$ cat config.mk
export PLATFORM = sky130hd
export DESIGN_NAME = msdp_monitor
export DESIGN_NICKNAME = d
export VERILOG_FILES = /design/src/common/msdp_pkg.sv /design/src/common/msdp_stream_if.sv /design/src/verilog/msdp_fifo.sv /design/src/verilog/msdp_monitor.sv
export SDC_FILE = /design/constraint.sdc
export NUM_CORES = 1
export LEC_CHECK = 0
export BUFFER_PORTS_ARGS = -buffer_cell sky130_fd_sc_hd__buf_4
export CORE_MARGIN = 1
export CORE_UTILIZATION = 59
export CTS_CLUSTER_SIZE = 10
export DETAILED_ROUTE_END_ITERATION = 6
export MAX_ROUTING_LAYER = met4
export PLACE_DENSITY = 0.88
export SYNTH_ARGS = -nofsm -noshare
export SYNTH_HDL_FRONTEND = slang
export SYNTH_SLANG_ARGS = --single-unit
export TNS_END_PERCENT = 100
$ cat constraint.sdc
create_clock -name clk -period 3.9 [get_ports clk]
set_clock_uncertainty 0.15 [all_clocks]
set_input_delay 0.585 -clock clk [delete_from_list [all_inputs] [get_ports clk]]
set_output_delay 0.585 -clock clk [all_outputs]
set_load 0.05 [all_outputs]
$ cat src/common/msdp_pkg.sv
package msdp_pkg;
   // ----------------------------------------------------------------
   // serial timing
   // ----------------------------------------------------------------
   localparam int BAUD_DIV = 256;
   localparam int BUS_PER_CLK = 1;
   localparam int BIT_CYCLES = BAUD_DIV * BUS_PER_CLK;
   localparam int HALF_CYCLES = BIT_CYCLES / 2;
   localparam int CNT_W = 8;
   localparam logic [CNT_W-1:0] BIT_LAST = CNT_W'(BIT_CYCLES - 1);
   localparam logic [CNT_W-1:0] HALF_LAST = CNT_W'(HALF_CYCLES - 1);
   localparam int TURN_BITS = 2;
   localparam int BREAK_BITS = 10;
   localparam int FRAME_BITS = 10;
   localparam logic [3:0] BYTE_TX_BITS = 4'(TURN_BITS + FRAME_BITS);
   localparam logic [3:0] BRK_TX_BITS = 4'(TURN_BITS + BREAK_BITS + 1);
   localparam logic [2:0] DATA_LAST = 3'h7;
   // ----------------------------------------------------------------
   // data path and security
   // ----------------------------------------------------------------
   localparam int DATA_W = 8;
   localparam int FIFO_DEPTH = 16;
   localparam int SEC_BYTES = 8;
   localparam logic [2:0] SEC_LAST = 3'(SEC_BYTES - 1);
   localparam logic [7:0] EXT_LOCK_VALUE = 8'h00;
   localparam logic [15:0] STATUS_ADDR = 16'h0080;
   localparam int STATUS_BIT = 6;
   localparam logic [15:0] FLASH_LO = 16'h8000;
   localparam logic [15:0] FLASH_HI = 16'hffff;
   localparam logic [7:0] INVALID_DATA = 8'h00;
   localparam int PAGE_SHIFT = 6;
   localparam logic [15:0] BLOCK_PROTECT_ADDR = 16'hff7e;
   localparam logic [15:0] SP_OFFSET = 16'h0001;
   // ----------------------------------------------------------------
   // command codes
   // ----------------------------------------------------------------
   localparam logic [7:0] OP_READ = 8'h01;
   localparam logic [7:0] OP_WRITE = 8'h02;
   localparam logic [7:0] OP_INDEXED_READ = 8'h03;
   localparam logic [7:0] OP_INDEXED_WRITE = 8'h04;
   localparam logic [7:0] OP_STACK_READ = 8'h05;
   localparam logic [7:0] OP_RUN = 8'h06;
   localparam logic [1:0] READ_ARGS = 2'h2;
   localparam logic [1:0] WRITE_ARGS = 2'h3;
   localparam logic [1:0] INDEXED_WRITE_ARGS = 2'h1;
   localparam logic [1:0] ARG_DATA = 2'h2;

   typedef enum logic [2:0] {RX_IDLE, RX_START, RX_DATA, RX_STOP, RX_HOLD} msdp_rx_t;
   typedef enum logic [3:0] {
      M_WAIT, M_ECHO, M_PROC, M_EXEC, M_RDW, M_RD, M_SEND, M_BRK, M_REFUSED
   } msdp_main_t;
endpackage

$ cat src/common/msdp_stream_if.sv
`timescale 1ns/10ps
interface msdp_stream_if #(parameter int W = 8);
   logic push_valid;
   logic push_ready;
   logic [W-1:0] push_data;
   logic pop_valid;
   logic pop_ready;
   logic [W-1:0] pop_data;
   modport store (input push_valid, input push_data, input pop_ready,
                  output push_ready, output pop_valid, output pop_data);
   modport user (output push_valid, output push_data, output pop_ready,
                 input push_ready, input pop_valid, input pop_data);
endinterface

$ cat src/verilog/msdp_fifo.sv
`timescale 1ns/10ps
module msdp_fifo #(
   parameter int W = 8,
   parameter int D = 16
) (
   input wire logic clk,    // bus clock
   input wire logic resetn, // power-on reset, low active
   msdp_stream_if.store s   // push and pop sides
);
   localparam int AW = $clog2(D);
   logic [W-1:0] mem [D];
   logic [AW:0] wr_ptr;
   logic [AW:0] rd_ptr;
   logic full;
   logic empty;

   assign full = (wr_ptr[AW] != rd_ptr[AW]) && (wr_ptr[AW-1:0] == rd_ptr[AW-1:0]);
   assign empty = (wr_ptr == rd_ptr);
   assign s.push_ready = !full;
   assign s.pop_valid = !empty;
   assign s.pop_data = mem[rd_ptr[AW-1:0]];

   always_ff @(posedge clk or negedge resetn) begin
      if (!resetn) begin
         wr_ptr <= '0;
         rd_ptr <= '0;
      end else begin
         if (s.push_valid && !full) begin
            wr_ptr <= wr_ptr + 1'b1;
         end
         if (s.pop_ready && !empty) begin
            rd_ptr <= rd_ptr + 1'b1;
         end
      end
   end

   always_ff @(posedge clk) begin
      if (s.push_valid && !full) begin
         mem[wr_ptr[AW-1:0]] <= s.push_data;
      end
   end
endmodule // msdp_fifo

$ cat src/verilog/msdp_monitor.sv
`timescale 1ns/10ps
// Operation
// - break is ten consecutive low bit times: start bit plus nine more
// - on a break once the security check is done, drive the line high two bits then send a break back
// - bit time is the bus clock divided by 256
// - every received byte is echoed back on the same pin
// - two-bit turnaround before each echo and before returned read data
// - read data goes out only after the last command byte is echoed
// - six commands: read, write, indexed read/write, stack read, run
// - run asks the core to pop index high and return from interrupt
// - stack read returns stack pointer plus one
// - after power-on, eight security bytes are compared to stored code
// - a good match survives all resets except power-on
// - on mismatch flash reads are invalid, flash execution forces reset
// - ready break only after all eight security bytes arrived
// - status bit 6 at address 0x80 shows security passed
// - mass erase blanks the security bytes to all ones
// - lock byte of zero refuses monitor even with matching code
// - lock released only by failed check followed by mass erase
// - erase takes a 64-byte page, or whole array at block protect address
// - both ends use NRZ framing at one common baud rate
module msdp_monitor (
   input wire logic clk,                 // bus clock
   input wire logic resetn,              // power-on reset, low active
   input wire logic sys_reset_n,         // any other reset, low active
   input wire logic pin_in,              // monitor_serial_pin level
   output logic pin_out,                 // monitor_serial_pin drive value
   output logic pin_oe,                  // monitor_serial_pin drive enable
   input wire logic [63:0] sec_code,     // stored security bytes, first in low byte
   input wire logic [7:0] ext_lock_byte, // lock byte from flash
   input wire logic [15:0] stack_ptr,    // core stack pointer
   output logic [15:0] mem_addr,         // memory address
   output logic [7:0] mem_wdata,         // memory write data
   output logic mem_wr,                  // memory write strobe
   output logic mem_rd,                  // memory read strobe
   input wire logic [7:0] mem_rdata,     // read data, cycle after mem_rd
   input wire logic exec_flash_fetch,    // core fetches code from flash
   output logic illegal_addr_reset,      // request illegal address reset
   output logic run_req,                 // run user program request
   output logic secure,                  // security check passed
   output logic monitor_refused,         // monitor entry refused by lock
   input wire logic erase_req,           // erase routine request
   input wire logic [15:0] erase_addr,   // erase target address
   output logic erase_page_go,           // erase one page
   output logic [15:0] erase_page_base,  // first address of page
   output logic mass_erase_go            // erase whole array
);
   import msdp_pkg::*;

   msdp_stream_if #(.W(DATA_W)) rxq ();

   msdp_fifo #(.W(DATA_W), .D(FIFO_DEPTH)) u_fifo (
      .clk(clk),
      .resetn(resetn),
      .s(rxq.store)
   );

   logic pin_s1;
   logic pin_s2;
   msdp_rx_t rx_state;
   logic [CNT_W-1:0] rx_cnt;
   logic [2:0] rx_bit;
   logic [7:0] rx_sh;
   logic rx_break;
   logic tx_busy;
   logic tx_done;
   logic [CNT_W-1:0] tx_cnt;
   logic [3:0] tx_left;
   logic [12:0] tx_sh;
   logic tx_start;
   logic tx_brk;
   logic [7:0] tx_data;
   logic brk_pending;
   logic brk_take;
   msdp_main_t m_state;
   logic [7:0] cur_byte;
   logic [7:0] cmd;
   logic [1:0] arg_left;
   logic [1:0] arg_idx;
   logic [15:0] addr;
   logic [7:0] wdata;
   logic [2:0] sec_idx;
   logic sec_match;
   logic sec_done;
   logic sp_low;
   logic all_ok;
   logic [15:0] sp_plus;

   // ----------------------------------------------------------------
   // read data filter
   // ----------------------------------------------------------------
   function automatic logic [7:0] read_filter(input logic [15:0] a, input logic [7:0] d,
                                              input logic ok);
      logic [7:0] r;
      r = d;
      if (a == STATUS_ADDR) begin
         r[STATUS_BIT] = ok;
      end else if (a >= FLASH_LO && a <= FLASH_HI && !ok) begin
         r = INVALID_DATA;
      end
      return r;
   endfunction

   assign all_ok = sec_match && (cur_byte == sec_code[sec_idx*8 +: 8]);
   assign sp_plus = stack_ptr + SP_OFFSET;
   assign brk_take = (m_state == M_WAIT) && brk_pending;
   assign rxq.pop_ready = (m_state == M_WAIT) && !brk_pending;

   // ----------------------------------------------------------------
   // pin synchroniser
   // ----------------------------------------------------------------
   always_ff @(posedge clk or negedge resetn) begin
      if (!resetn) begin
         pin_s1 <= 1'b1;
         pin_s2 <= 1'b1;
      end else begin
         pin_s1 <= pin_in;
         pin_s2 <= pin_s1;
      end
   end

   // ----------------------------------------------------------------
   // receiver, sampling at mid bit; idle while transmitting
   // ----------------------------------------------------------------
   always_ff @(posedge clk or negedge resetn) begin
      if (!resetn) begin
         rx_state <= RX_IDLE;
         rx_cnt <= '0;
         rx_bit <= '0;
         rx_sh <= '0;
         rx_break <= 1'b0;
         rxq.push_valid <= 1'b0;
         rxq.push_data <= '0;
      end else begin
         rx_break <= 1'b0;
         rxq.push_valid <= 1'b0;
         rx_cnt <= rx_cnt + 1'b1;
         unique case (rx_state)
            RX_IDLE: begin
               rx_cnt <= '0;
               // a full queue holds off the next frame
               if (!tx_busy && !pin_s2 && rxq.push_ready) begin
                  rx_state <= RX_START;
               end
            end
            RX_START: begin
               if (rx_cnt == HALF_LAST) begin
                  rx_cnt <= '0;
                  rx_bit <= '0;
                  rx_state <= pin_s2 ? RX_IDLE : RX_DATA;
               end
            end
            RX_DATA: begin
               if (rx_cnt == BIT_LAST) begin
                  rx_cnt <= '0;
                  rx_sh <= {pin_s2, rx_sh[7:1]};
                  rx_bit <= rx_bit + 1'b1;
                  if (rx_bit == DATA_LAST) begin
                     rx_state <= RX_STOP;
                  end
               end
            end
            RX_STOP: begin
               if (rx_cnt == BIT_LAST) begin
                  rx_cnt <= '0;
                  if (pin_s2) begin
                     rxq.push_valid <= 1'b1;
                     rxq.push_data <= rx_sh;
                     rx_state <= RX_IDLE;
                  end else begin
                     // tenth low bit with all-zero data is a break
                     rx_break <= (rx_sh == 8'h00);
                     rx_state <= RX_HOLD;
                  end
               end
            end
            RX_HOLD: begin
               if (pin_s2) begin
                  rx_state <= RX_IDLE;
               end
            end
         endcase
      end
   end

   // ----------------------------------------------------------------
   // transmitter: two high turnaround bits, then frame or break
   // ----------------------------------------------------------------
   always_ff @(posedge clk or negedge resetn) begin
      if (!resetn) begin
         tx_busy <= 1'b0;
         tx_done <= 1'b0;
         tx_cnt <= '0;
         tx_left <= '0;
         tx_sh <= '0;
         pin_out <= 1'b1;
         pin_oe <= 1'b0;
      end else begin
         tx_done <= 1'b0;
         if (!tx_busy) begin
            if (tx_start) begin
               tx_busy <= 1'b1;
               tx_cnt <= '0;
               pin_oe <= 1'b1;
               pin_out <= 1'b1;
               if (tx_brk) begin
                  tx_sh <= {1'b1, 10'h000, 2'b11};
                  tx_left <= BRK_TX_BITS;
               end else begin
                  tx_sh <= {2'b01, tx_data, 1'b0, 2'b11};
                  tx_left <= BYTE_TX_BITS;
               end
            end
         end else if (tx_cnt == BIT_LAST) begin
            tx_cnt <= '0;
            if (tx_left == 4'h1) begin
               tx_busy <= 1'b0;
               tx_done <= 1'b1;
               pin_oe <= 1'b0;
               pin_out <= 1'b1;
            end else begin
               tx_left <= tx_left - 1'b1;
               tx_sh <= {1'b0, tx_sh[12:1]};
               pin_out <= tx_sh[1];
            end
         end else begin
            tx_cnt <= tx_cnt + 1'b1;
         end
      end
   end

   // ----------------------------------------------------------------
   // break pending flag, a new break wins over the clear
   // ----------------------------------------------------------------
   always_ff @(posedge clk or negedge resetn) begin
      if (!resetn) begin
         brk_pending <= 1'b0;
      end else begin
         brk_pending <= rx_break || (brk_pending && !brk_take);
      end
   end

   // ----------------------------------------------------------------
   // command sequencer
   // ----------------------------------------------------------------
   always_ff @(posedge clk or negedge resetn) begin
      if (!resetn) begin
         m_state <= M_WAIT;
         cur_byte <= '0;
         cmd <= '0;
         arg_left <= '0;
         arg_idx <= '0;
         addr <= '0;
         wdata <= '0;
         sec_idx <= '0;
         sec_match <= 1'b1;
         sec_done <= 1'b0;
         secure <= 1'b0;
         monitor_refused <= 1'b0;
         sp_low <= 1'b0;
         tx_start <= 1'b0;
         tx_brk <= 1'b0;
         tx_data <= '0;
         mem_addr <= '0;
         mem_wdata <= '0;
         mem_wr <= 1'b0;
         mem_rd <= 1'b0;
         run_req <= 1'b0;
      end else begin
         tx_start <= 1'b0;
         mem_wr <= 1'b0;
         mem_rd <= 1'b0;
         run_req <= 1'b0;
         if (!sys_reset_n) begin
            // security result is kept; only a passed check skips entry
            m_state <= M_WAIT;
            arg_left <= '0;
            sp_low <= 1'b0;
            sec_done <= secure;
            sec_idx <= '0;
            sec_match <= 1'b1;
         end else begin
            unique case (m_state)
               M_WAIT: begin
                  if (brk_take) begin
                     arg_left <= '0;
                     if (sec_done && !monitor_refused) begin
                        tx_brk <= 1'b1;
                        tx_start <= 1'b1;
                        m_state <= M_BRK;
                     end
                  end else if (rxq.pop_valid) begin
                     cur_byte <= rxq.pop_data;
                     tx_data <= rxq.pop_data;
                     tx_brk <= 1'b0;
                     tx_start <= 1'b1;
                     m_state <= M_ECHO;
                  end
               end
               M_ECHO: begin
                  if (tx_done) begin
                     m_state <= M_PROC;
                  end
               end
               M_PROC: begin
                  if (!sec_done) begin
                     sec_match <= all_ok;
                     sec_idx <= sec_idx + 1'b1;
                     m_state <= M_WAIT;
                     if (sec_idx == SEC_LAST) begin
                        sec_done <= 1'b1;
                        if (all_ok && ext_lock_byte == EXT_LOCK_VALUE) begin
                           monitor_refused <= 1'b1;
                           m_state <= M_REFUSED;
                        end else begin
                           secure <= all_ok;
                           tx_brk <= 1'b1;
                           tx_start <= 1'b1;
                           m_state <= M_BRK;
                        end
                     end
                  end else if (arg_left == 2'h0) begin
                     cmd <= cur_byte;
                     m_state <= M_WAIT;
                     case (cur_byte)
                        OP_READ: begin
                           arg_left <= READ_ARGS;
                           arg_idx <= '0;
                        end
                        OP_WRITE: begin
                           arg_left <= WRITE_ARGS;
                           arg_idx <= '0;
                        end
                        OP_INDEXED_WRITE: begin
                           arg_left <= INDEXED_WRITE_ARGS;
                           arg_idx <= ARG_DATA;
                        end
                        OP_INDEXED_READ, OP_STACK_READ, OP_RUN: m_state <= M_EXEC;
                        default: m_state <= M_WAIT;
                     endcase
                  end else begin
                     unique case (arg_idx)
                        2'h0: addr[15:8] <= cur_byte;
                        2'h1: addr[7:0] <= cur_byte;
                        default: wdata <= cur_byte;
                     endcase
                     arg_idx <= arg_idx + 1'b1;
                     arg_left <= arg_left - 1'b1;
                     m_state <= (arg_left == 2'h1) ? M_EXEC : M_WAIT;
                  end
               end
               M_EXEC: begin
                  m_state <= M_WAIT;
                  case (cmd)
                     OP_READ, OP_INDEXED_READ: begin
                        mem_rd <= 1'b1;
                        mem_addr <= addr;
                        m_state <= M_RDW;
                     end
                     OP_WRITE, OP_INDEXED_WRITE: begin
                        mem_wr <= 1'b1;
                        mem_addr <= addr;
                        mem_wdata <= wdata;
                        addr <= addr + 1'b1;
                     end
                     OP_STACK_READ: begin
                        tx_brk <= 1'b0;
                        tx_data <= sp_plus[15:8];
                        tx_start <= 1'b1;
                        sp_low <= 1'b1;
                        m_state <= M_SEND;
                     end
                     OP_RUN: run_req <= 1'b1;
                     default: m_state <= M_WAIT;
                  endcase
               end
               M_RDW: m_state <= M_RD;
               M_RD: begin
                  tx_brk <= 1'b0;
                  tx_data <= read_filter(mem_addr, mem_rdata, secure);
                  tx_start <= 1'b1;
                  addr <= addr + 1'b1;
                  m_state <= M_SEND;
               end
               M_SEND: begin
                  if (tx_done) begin
                     if (sp_low) begin
                        tx_data <= sp_plus[7:0];
                        tx_start <= 1'b1;
                        sp_low <= 1'b0;
                     end else begin
                        m_state <= M_WAIT;
                     end
                  end
               end
               M_BRK: begin
                  if (tx_done) begin
                     m_state <= M_WAIT;
                  end
               end
               M_REFUSED: m_state <= M_REFUSED;
            endcase
         end
      end
   end

   // ----------------------------------------------------------------
   // flash execution guard
   // ----------------------------------------------------------------
   always_ff @(posedge clk or negedge resetn) begin
      if (!resetn) begin
         illegal_addr_reset <= 1'b0;
      end else begin
         illegal_addr_reset <= exec_flash_fetch && !secure;
      end
   end

   // ----------------------------------------------------------------
   // erase request decode; the array blanks the security bytes
   // ----------------------------------------------------------------
   always_ff @(posedge clk or negedge resetn) begin
      if (!resetn) begin
         erase_page_go <= 1'b0;
         mass_erase_go <= 1'b0;
         erase_page_base <= '0;
      end else begin
         erase_page_go <= erase_req && (erase_addr != BLOCK_PROTECT_ADDR);
         mass_erase_go <= erase_req && (erase_addr == BLOCK_PROTECT_ADDR);
         if (erase_req) begin
            erase_page_base <= {erase_addr[15:PAGE_SHIFT], PAGE_SHIFT'(0)};
         end
      end
   end
endmodule // msdp_monitor

* Word-level counts from Yosys, hierarchy flattened
Memory sizes are Yosys's and may differ from the RTL's.
Index checks and enable logic that the tools add are counted.
** Storage, ports and cells
- RAM bits :: 128
- Word-level logic and storage cells :: 342
- Flip-flop bits (word level) :: 180
- Bits of input ports :: 118
- Memories kept :: 1
- Output and inout port bits :: 50
** Operators by class
- Reduce and logical (&&, ||, !) cells :: 66
- $lt $le $gt $ge :: 2
- Bitwise gates (word level) :: 6
- Shift-type cells :: 1
- Equality and inequality tests :: 78
- Mux-type cells :: 132
- Add/sub/neg operators :: 11
** Memory list
- u_fifo.mem :: words 16, bits a word 8, read ports 1, clocked after Yosys merged registers in 0, write ports 1, line msdp_fifo.sv:11 : logic [W-1:0] mem [D];
** Operators with widths (number)
- 2-to-1 mux 8 bit :: 13
- 2-to-1 mux 13 bit :: 5
- 2-to-1 mux 4 bit :: 16
- indexed part select 64 x 7 -> 8 bit :: 1
- 2-to-1 mux 1 bit :: 61
- == test 8 x 3 -> 1 bit, second input constant :: 6
- 2-to-1 mux 16 bit :: 3
- one-hot mux 16 bit (3 select lines) :: 1
- inequality test 2 bit, second input constant :: 19
- 2-to-1 mux 3 bit :: 12
- one-hot mux 4 bit (9 select lines) :: 1
- adder 16 x 1 -> 16 bit, second input constant :: 2
- == test 8 x 2 -> 1 bit, second input constant :: 4
- one-hot mux 8 bit (4 select lines) :: 1
- inequality test 3 bit, second input constant :: 8
- one-hot mux 8 bit (3 select lines) :: 1
- AND reduction 6 bit :: 4
- AND reduction 3 bit :: 7
- adder 8 x 1 -> 8 bit, second input constant :: 2
- == test 16 bit, second input constant :: 1
- == test 16 x 8 -> 1 bit, second input constant :: 1
- == test 4 x 3 -> 1 bit, second input constant :: 4
- == test 8 x 1 -> 1 bit, second input constant :: 2
- == test 8 bit, second input constant :: 2
- other kinds (54) :: 119

* Longest topological paths before layout
Gate-level depths: netlist of run 1.
- Word-level depth :: 9
- Gate-level depth with buffers :: 10
- Depth with buffers taken out :: 8

* Hierarchy
Synthesis of run 1 repeated with hierarchy kept, for this count alone.
** Second synthesis, totals
- Cell total of the unflattened synthesis :: 1173
- Area, all modules :: 14825.5 um2
** By module, submodules not included
- msdp_monitor :: instances 1, sequential area each 4234.1 um2, area an instance 9145.0 um2, cells an instance 880
- msdp_fifo :: instances 1, sequential area each 4093.9 um2, area an instance 5680.4 um2, cells an instance 293

* Least setup slack after synthesis of run 1
OpenSTA, ideal clock, no wires.
- Path kind :: flip-flop to flip-flop
- Start :: register sec_idx[0]
- End :: register m_state[2]
- Buffers on the path :: 1
- Setup slack :: 1.033 ns
- Cell stages (with the launch flop) :: 9
- Period minus slack after synthesis :: 2.867 ns
- Library setup time :: 0.129 ns
- Required time :: 3.621 ns
- Data arrival time :: 2.587 ns
- Cells stage by stage :: dfrtp_1 > buf_4 > mux4_2 > mux2i_1 > xor2_1 > nand3_1 > or4_4 > and2_4 > o41a_1
** Between the ends
- Cells in the longest elaborated chain, start to end :: 9
- Elaborated cells between the ends (all ways) :: 10
- Classes of those cells :: eq/ne: 2; shift: 1; mux: 5; reduce/logical: 2
** Ends and longest elaborated chain
- start, declared :: line msdp_monitor.sv:82 : logic [2:0] sec_idx;
- start signal, assigned :: line msdp_monitor.sv:308 : sec_idx <= sec_idx + 1'b1;
- indexed part select 64 x 7 -> 8 bit :: line msdp_monitor.sv:104 : assign all_ok = sec_match && (cur_byte == sec_code[sec_idx*8 +: 8]);
- == test 8 bit :: line msdp_monitor.sv:104
- logical AND 1 bit :: line msdp_monitor.sv:104
- logical AND 1 bit :: line msdp_monitor.sv:312 : if (all_ok && ext_lock_byte == EXT_LOCK_VALUE) begin
- 2-to-1 mux 4 bit :: line msdp_monitor.sv:312
- 2-to-1 mux 4 bit * :: line msdp_monitor.sv:310 : if (sec_idx == SEC_LAST) begin
- 2-to-1 mux 4 bit * :: line msdp_monitor.sv:306 : if (!sec_done) begin
- one-hot mux 4 bit (9 select lines) * :: line msdp_monitor.sv:283 : unique case (m_state)
- 2-to-1 mux 4 bit * :: line msdp_monitor.sv:274 : if (!sys_reset_n) begin
- end signal, assigned :: line msdp_monitor.sv:349 : m_state <= (arg_left == 2'h1) ? M_EXEC : M_WAIT;
- end, declared :: line msdp_monitor.sv:75 : msdp_main_t m_state;
Mark *: on every way between the ends. The rest lies on a longest branch, timed or not.
A chain may end at the register's enable or synchronous reset.

* Worst setup path after layout of run 1
- Start :: register sec_idx[1]
- End :: register m_state[2]
The elaborated chain is that of the path after synthesis.

==> impl_results.md, run 1 <==
- Pin count of the biggest net entering global routing: 80
- Total grt overflow: 0
- Core region area: approximately 24000 um^2
- Detailed-route wire length: about 35000 um
- Initial core utilization: around three fifths
- Deepest level of the CTS H-tree: 2
- Leakage power of the design: between 6 and 7 nW
- Main synth FF type: sky130_fd_sc_hd__dfrtp_1
- Via count of the first global-routing pass: 10200
- DIE HEIGHT: around 160 um
- Slew at the pin closest to its max-slew limit: between 1 and 1.5 ns
- Accumulated negative setup slack: 0 ns
- Kind of start point of the critical path: flop
- Cell Count, Final, Fillers Out: approximately 1600
- Critical path data required time: 4.13 ns
- Number of I/O pins: between 150 and 200
- Max-capacitance violation count: 0
- Placer's final routability congestion estimate: about 0.91
- Average detailed-routed wire length per instance: ~22 um
- Layout area overhead: 18.3%
- Count of flip-flops with a built-in enable after synthesis: between 100 and 150
- Slew HR: between 20% and 30%
- Average instance area after synthesis: between 10 and 15 um^2
- Detailed-route via count: a little over 10000
- Via-per-instance ratio: a little over 6
- Warnings from Yosys: 0
- Drt initial violations: approximately 1000
- Number of nets with antenna violations after routing: 0
- Remaining design rule violation count: 0
- Number of buffers on the longest clock path: 3
- Min Clock Period, post-route: 3.40 ns
- Distinct cells, synth: 72
- Number of search-and-repair iterations in the first detailed-routing pass: 6
- Power per cell area: between 300 and 400 nW/um^2
- Proportion of netlist area held by the largest area contributor: just over 30%
- Placed wire-length estimate: 23500 um
- Count of state elements after synthesis: slightly above 300
- Start-to-end type of the worst setup path: reg -> reg
- Clock root buffer: sky130_fd_sc_hd__clkbuf_16
- Clock buffers created by TritonCTS: 36
- Count of pins over their slew limit: 0
- Cell type with the largest total area after synthesis: sky130_fd_sc_hd__dfrtp_1
- Top area cells in the synthesized netlist: sky130_fd_sc_hd__dfrtp_1 (31%), sky130_fd_sc_hd__edfxtp_1 (27%), sky130_fd_sc_hd__mux4_2 (7.8%)
- Global Route Usage Sum: a little under a third
- Worst-case vdd ir drop: 0.000265 V
- Final period util: between 80% and 90%
- Outcome: complete, no violations
- Die W: about 160 um
- Cell area after synthesis: around 14000 um^2
- Global-route wire length before repair: between 50000 and 60000 um
- Placement Rows: between 50 and 60
- Unrepaired setup endpoints after global routing: false
- CTS tree: built
- Highest attainable clock frequency: slightly below 300 MHz
- Share of synthesized area occupied by flip-flops and latches: roughly three fifths
- Final Hold Viols: 0
- Arr. time, crit path: ~3.6 ns
- Worst-Skew Late Latency: slightly above 0.5 ns
- Setup violation total in the final timing report: 0
- Endpoint type of the worst setup path: flop
- Number of nets in the final layout: between 1000 and 1500
- Synthesized instance count: ~1100
- Setup Buffers After CTS: 0
- Initial antenna violation count: 0
- Async S/R FF share, synth: 58.3%
- Largest driver fanout on the critical path: 13
- DP Cell Count: 1550
- Placed cell area: 15700 um^2
- Path type of the worst min-delay path: in -> reg
- Fraction of final layout cells sized beyond drive strength 1: about 28%
- Number of buffers inserted by port buffering: roughly 160
- Count of inserted antenna diode cells: 0
- Die area: 24700 um^2
- Sink Count: ~310
- Clock Pin Slew Worst Setup and Hold Paths: ~0.060 ns
- Layout Cell Area excl Fill: ~17000 um^2
==> state kept, by name (all words and copies together) (netlist names), 10 cells and up <==
name,flops
addr,16
erase_page_base,10
mem_addr,16
tx_sh,12
u_fifo.mem,128
==> routing by layer <==
layer,up-vias,global-route usage (%),routed length [um]
li1,4445,-,-
met1,4993,35.7,13000
met2,530,50.0,17700
met3,113,5.42,2920
met4,0,15.0,1570
met5,-,-,0
==> synth_stat cells (6+ instances only) <==
library cell and n:
sky130_fd_sc_hd__a21oi_1 40, sky130_fd_sc_hd__a22oi_1 13, sky130_fd_sc_hd__a31oi_1 15, sky130_fd_sc_hd__and3_1 19
sky130_fd_sc_hd__buf_4 8, sky130_fd_sc_hd__clkbuf_1 42, sky130_fd_sc_hd__dfrtp_1 175, sky130_fd_sc_hd__edfxtp_1 128
sky130_fd_sc_hd__ha_1 17, sky130_fd_sc_hd__inv_1 16, sky130_fd_sc_hd__mux2_2 75, sky130_fd_sc_hd__mux2i_1 18
sky130_fd_sc_hd__mux4_2 49, sky130_fd_sc_hd__nand2_1 115, sky130_fd_sc_hd__nand2b_1 14, sky130_fd_sc_hd__nand3_1 23
sky130_fd_sc_hd__nand4_1 11, sky130_fd_sc_hd__nor2_1 72, sky130_fd_sc_hd__nor2b_1 10, sky130_fd_sc_hd__nor3_1 17
sky130_fd_sc_hd__nor4_1 12, sky130_fd_sc_hd__o21ai_0 60, sky130_fd_sc_hd__o22a_1 6, sky130_fd_sc_hd__o22ai_1 6
sky130_fd_sc_hd__xnor2_1 23, sky130_fd_sc_hd__xor2_1 23
==> worst max-delay path, cell delays in order (launching register included) <==
cell and delay [ns]:
sky130_fd_sc_hd__dfrtp_1 0.76, sky130_fd_sc_hd__buf_4 0.29, sky130_fd_sc_hd__mux2i_1 0.09, sky130_fd_sc_hd__mux4_2 0.48
sky130_fd_sc_hd__xor2_1 0.17, sky130_fd_sc_hd__nand4_1 0.14, sky130_fd_sc_hd__or4_4 0.58, sky130_fd_sc_hd__and2_4 0.19
sky130_fd_sc_hd__o41a_1 0.41
==> path summary, 6_finish.rpt <==
| check | to | from | slack (ns) | cells after the start |
|---|---|---|---|---|
| min in group asynchronous | rx_state[1] | resetn | 0.53 | 2 |
| worst min-delay path | pin_s1 | pin_in | 0.03 | 1 |
| worst max register to register | m_state[2] | sec_idx[1] | 0.50 | 8 |
| worst max-delay path | m_state[2] | sec_idx[1] | 0.50 | 8 |
| worst min register to register | pin_s2 | pin_s1 | 0.21 | 0 |
| max in group asynchronous | mem_wdata[5] | resetn | 2.07 | 3 |
==> metrics by stage <==
step	hold WS (ns)	power (mW)	utilization [%]	setup slack [ns]
finish	0.0331	6.67	71.3	0.495
global route	0.0240	6.86	71.3	0.364
CTS	0.0214	6.71	71.3	0.491
detailed placement	0.203	3.71	66.8	0.511
global placement	0.200	3.71	66.8	0.619
floorplan	0.139	3.54	-	1.03
==> cells in the final DEF, fill, tap and decap left out, types with 27 or more instances in the layout <==
cell type,instances
sky130_fd_sc_hd__a21oi_1,40
sky130_fd_sc_hd__mux4_2,49
sky130_fd_sc_hd__buf_4,181
sky130_fd_sc_hd__edfxtp_1,128
sky130_fd_sc_hd__clkbuf_16,37
sky130_fd_sc_hd__dfrtp_1,174
sky130_fd_sc_hd__nor2_1,72
sky130_fd_sc_hd__clkbuf_1,27
sky130_fd_sc_hd__nand2_1,115
sky130_fd_sc_hd__o21ai_0,60
sky130_fd_sc_hd__mux2_2,75
==> logic make-up after synthesis <==
kind of cell | share of synthesized area, %
AND/OR/NAND/NOR | 11.3
flip-flops | 58.7
AO/OA/AOI/OAI | 8.18
multiplexers | 15.2
buffers and inverters | 2.27
XOR/XNOR | 2.84
adder cells (fa/ha/maj) | 1.50
other | 0.0264
==> repair_timing <==
action / in CTS / in global routing
hold endpoints to repair: 17 / 0
gates resized for setup: 0 / 0
setup endpoints to repair: 0 / 0
hold buffers: 1 / 0
==> cell type report <==
class	instances	area [um^2]
Fill cell	1504	6770
Multi-Input combinational cell	725	5560
Timing Repair Buffer	183	1380
Clock inverter	2	17.5
Sequential cell	307	8330
Inverter	17	63.8
Clock buffer	64	1030
Tap cell	319	399
==> power breakdown <==
group / leakage, nW / switching [mW] / internal, mW
clock network: 0.497 / 1.24 / 1.78
registers: 3.32 / 0.00839 / 3.36
logic: 2.82 / 0.156 / 0.127
Note: power is estimated with default switching activity, not from simulation.
==> run 2, diff against run 1 <==
- CAP_MARGIN: default -> 20
- clock period: 3.9 -> 3.62 ns (I/O delays scaled with it)
==> run 2 against run 1 <==
Largest cell class unchanged. Hold slack improved by 0.095 ns. Sequential power rose by 7.7%. Wire length fell by 2.5%. Design area increased by 0.61%. Die area stayed put. Critical endpoint unchanged.
==> impl_results.md, run 2 (synthesis results as in run 1) <==
- Outcome: complete, no violations (unchanged)
- Drt initial violations: 829 (was 1022)
- Initial core utilization: 60.3% (unchanged)
- Clock buffers created by TritonCTS: 37 (was 36)
- Count of pins over their slew limit: 0 (unchanged)
- Power per cell area: 429 nW/um^2 (was 398 nW/um^2)
- Die area: 24700 um^2 (unchanged)
- Max reg flops: 128 (unchanged)
- Number of buffers on the longest clock path: 3 (unchanged)
- Sink Count: 307 (unchanged)
- Layout area overhead: 19.0% (was 18.3%)
- Number of nets in the final layout: 1413 (was 1405)
- Global-route wire length before repair: 53800 um (was 54600 um)
- Max-capacitance violation count: 0 (unchanged)
- Slew at the pin closest to its max-slew limit: 1.09 ns (was 1.20 ns)
- Average detailed-routed wire length per instance: 21.1 um (was 21.8 um)
- Start-to-end type of the worst setup path: reg -> reg (unchanged)
- Via-per-instance ratio: 6.07 (was 6.23)
- Global Route Usage Sum: 29.7% (was 30.2%)
- Critical path data required time: 3.86 ns (was 4.13 ns)
- Fraction of final layout cells sized beyond drive strength 1: 28.5% (was 28.0%)
- Arr. time, crit path: 3.52 ns (was 3.64 ns)
- Leakage power of the design: 6.70 nW (was 6.64 nW)
- Fillcell total: 1519 (was 1504)
- Placement Rows: 56 (unchanged)
- Path type of the worst min-delay path: in -> reg (unchanged)
- Min Clock Period, post-route: 3.28 ns (was 3.40 ns)
- Number of I/O pins: 168 (unchanged)
- Worst-Skew Late Latency: 0.51 ns (about the same)
- Most common cell after layout, fill and taps aside: sky130_fd_sc_hd__buf_4 (unchanged)
- Placed wire-length estimate: 23500 um (about the same)
- Highest attainable clock frequency: 305 MHz (was 294 MHz)
- Total grt overflow: 0 (unchanged)
- Endpoint type of the worst setup path: flop (unchanged)
- Count of inserted antenna diode cells: 0 (unchanged)
- Setup violation total in the final timing report: 0 (unchanged)
- Unrepaired setup endpoints after global routing: false (unchanged)
- Clock Pin Slew Worst Setup and Hold Paths: 0.06 ns (about the same)
- Via count of the first global-routing pass: 10000 (was 10200)
- Detailed-route wire length: 34300 um (was 35200 um)
- Leading cell types in the layout, fill and taps excluded: sky130_fd_sc_hd__buf_4 (186), sky130_fd_sc_hd__dfrtp_1 (174), sky130_fd_sc_hd__edfxtp_1 (128), sky130_fd_sc_hd__nand2_1 (115), sky130_fd_sc_hd__mux2_2 (75) (was sky130_fd_sc_hd__buf_4 (181), sky130_fd_sc_hd__dfrtp_1 (174), sky130_fd_sc_hd__edfxtp_1 (128), sky130_fd_sc_hd__nand2_1 (115), sky130_fd_sc_hd__mux2_2 (75))
- Final Hold Viols: 0 (unchanged)
- Number of search-and-repair iterations in the first detailed-routing pass: 7 (was 6)
- Slew HR: 26.7% (was 20.1%)
- CTS tree: built (unchanged)
- Accumulated negative setup slack: 0 ns (unchanged)
- Register Area: 8330 um^2 (unchanged)
- Placer's final routability congestion estimate: 0.894 (was 0.910)
- Initial antenna violation count: 0 (unchanged)
- Core region area: 23500 um^2 (unchanged)
- DIE HEIGHT: 157 um (unchanged)
- Layout Cell Area excl Fill: 16900 um^2 (was 16800 um^2)
- Worst-case vdd ir drop: 0.000306 V (was 0.000265 V)
- Number of buffers inserted by port buffering: 161 (unchanged)
- Final period util: 90.7% (was 87.3%)
- Largest driver fanout on the critical path: 16 (was 13)
- Die W: 157 um (unchanged)
- Number of nets with antenna violations after routing: 0 (unchanged)
- Clock root buffer: sky130_fd_sc_hd__clkbuf_16 (unchanged)
- Remaining design rule violation count: 0 (unchanged)
- Detailed-route via count: 9859 (was 10100)
- Deepest level of the CTS H-tree: 2 (unchanged)
- Kind of start point of the critical path: flop (unchanged)
- Placed cell area: 15800 um^2 (was 15700 um^2)
- Pin count of the biggest net entering global routing: 87 (was 80)
- Footprint of the multi-input gates: 5560 um^2 (unchanged)
==> run 2: repair_timing <==
action / in CTS / in global routing
resized for setup: 0 / 0
endpoints found under the hold margin: 48 / 0
setup buffers: 0 / 0
hold buffers: 2 / 0
endpoints found under the setup margin: 0 / 0
==> run 2: final timing paths <==
check,from,endpoint,slack [ns],depth (start not counted)
worst max-delay path,sec_idx[1],m_state[2],0.34,8
worst max register to register,sec_idx[1],m_state[2],0.34,8
max in group asynchronous,resetn,cmd[1],1.93,3
min in group asynchronous,resetn,rx_cnt[2],0.50,2
worst min-delay path,erase_addr[15],erase_page_base[15],0.13,2
worst min register to register,pin_s1,pin_s2,0.21,0
==> run 2: layer usage <==
| layer | global-route usage (%) | part of all wire, % | up-vias |
|---|---|---|---|
| li1 | - | - | 4450 |
| met1 | 34.9 | 37 | 4857 |
| met2 | 50.6 | 51 | 454 |
| met3 | 5.07 | 7.4 | 98 |
| met4 | 13.0 | 4.0 | 0 |
| met5 | - | 0 | - |
==> run 2: final cells by class <==
| cell class | instances | area share (%) |
|---|---|---|
| Inverter | 17 | 0.378 |
| Multi-Input combinational cell | 725 | 32.9 |
| Clock inverter | 2 | 0.148 |
| Sequential cell | 307 | 49.3 |
| Tap cell | 319 | 2.36 |
| Clock buffer | 63 | 6.25 |
| Timing Repair Buffer | 190 | 8.58 |
==> run 2: metrics by stage <==
stage          setup slack [ns]  std cells  hold WS, ns  total power, mW  util, %
6_report                  0.336       1623        0.128             7.25     71.7
5_1_grt                   0.224       1623        0.121             7.45     71.7
4_1_cts                   0.346       1622        0.119             7.29     71.7
3_5_place_dp              0.364       1555        0.203             4.00     67.0
3_3_place_gp              0.437       1555        0.200             4.00     67.0
2_1_floorplan             0.753       1107       0.0974             3.82        -
==> run 2: where the power goes <==
group	internal (mW)	switching [mW]
clock	1.98	1.34
combinational	0.139	0.166
sequential	3.62	0.00895
==> run 2: worst max-delay path, cell delays in order (launching register included) <==
cell,delay [ns]
sky130_fd_sc_hd__dfrtp_1,0.50
sky130_fd_sc_hd__buf_4,0.31
sky130_fd_sc_hd__mux4_2,0.53
sky130_fd_sc_hd__mux2i_1,0.18
sky130_fd_sc_hd__xor2_1,0.16
sky130_fd_sc_hd__nand4_1,0.15
sky130_fd_sc_hd__or4_4,0.60
sky130_fd_sc_hd__and2_4,0.19
sky130_fd_sc_hd__o41a_1,0.40
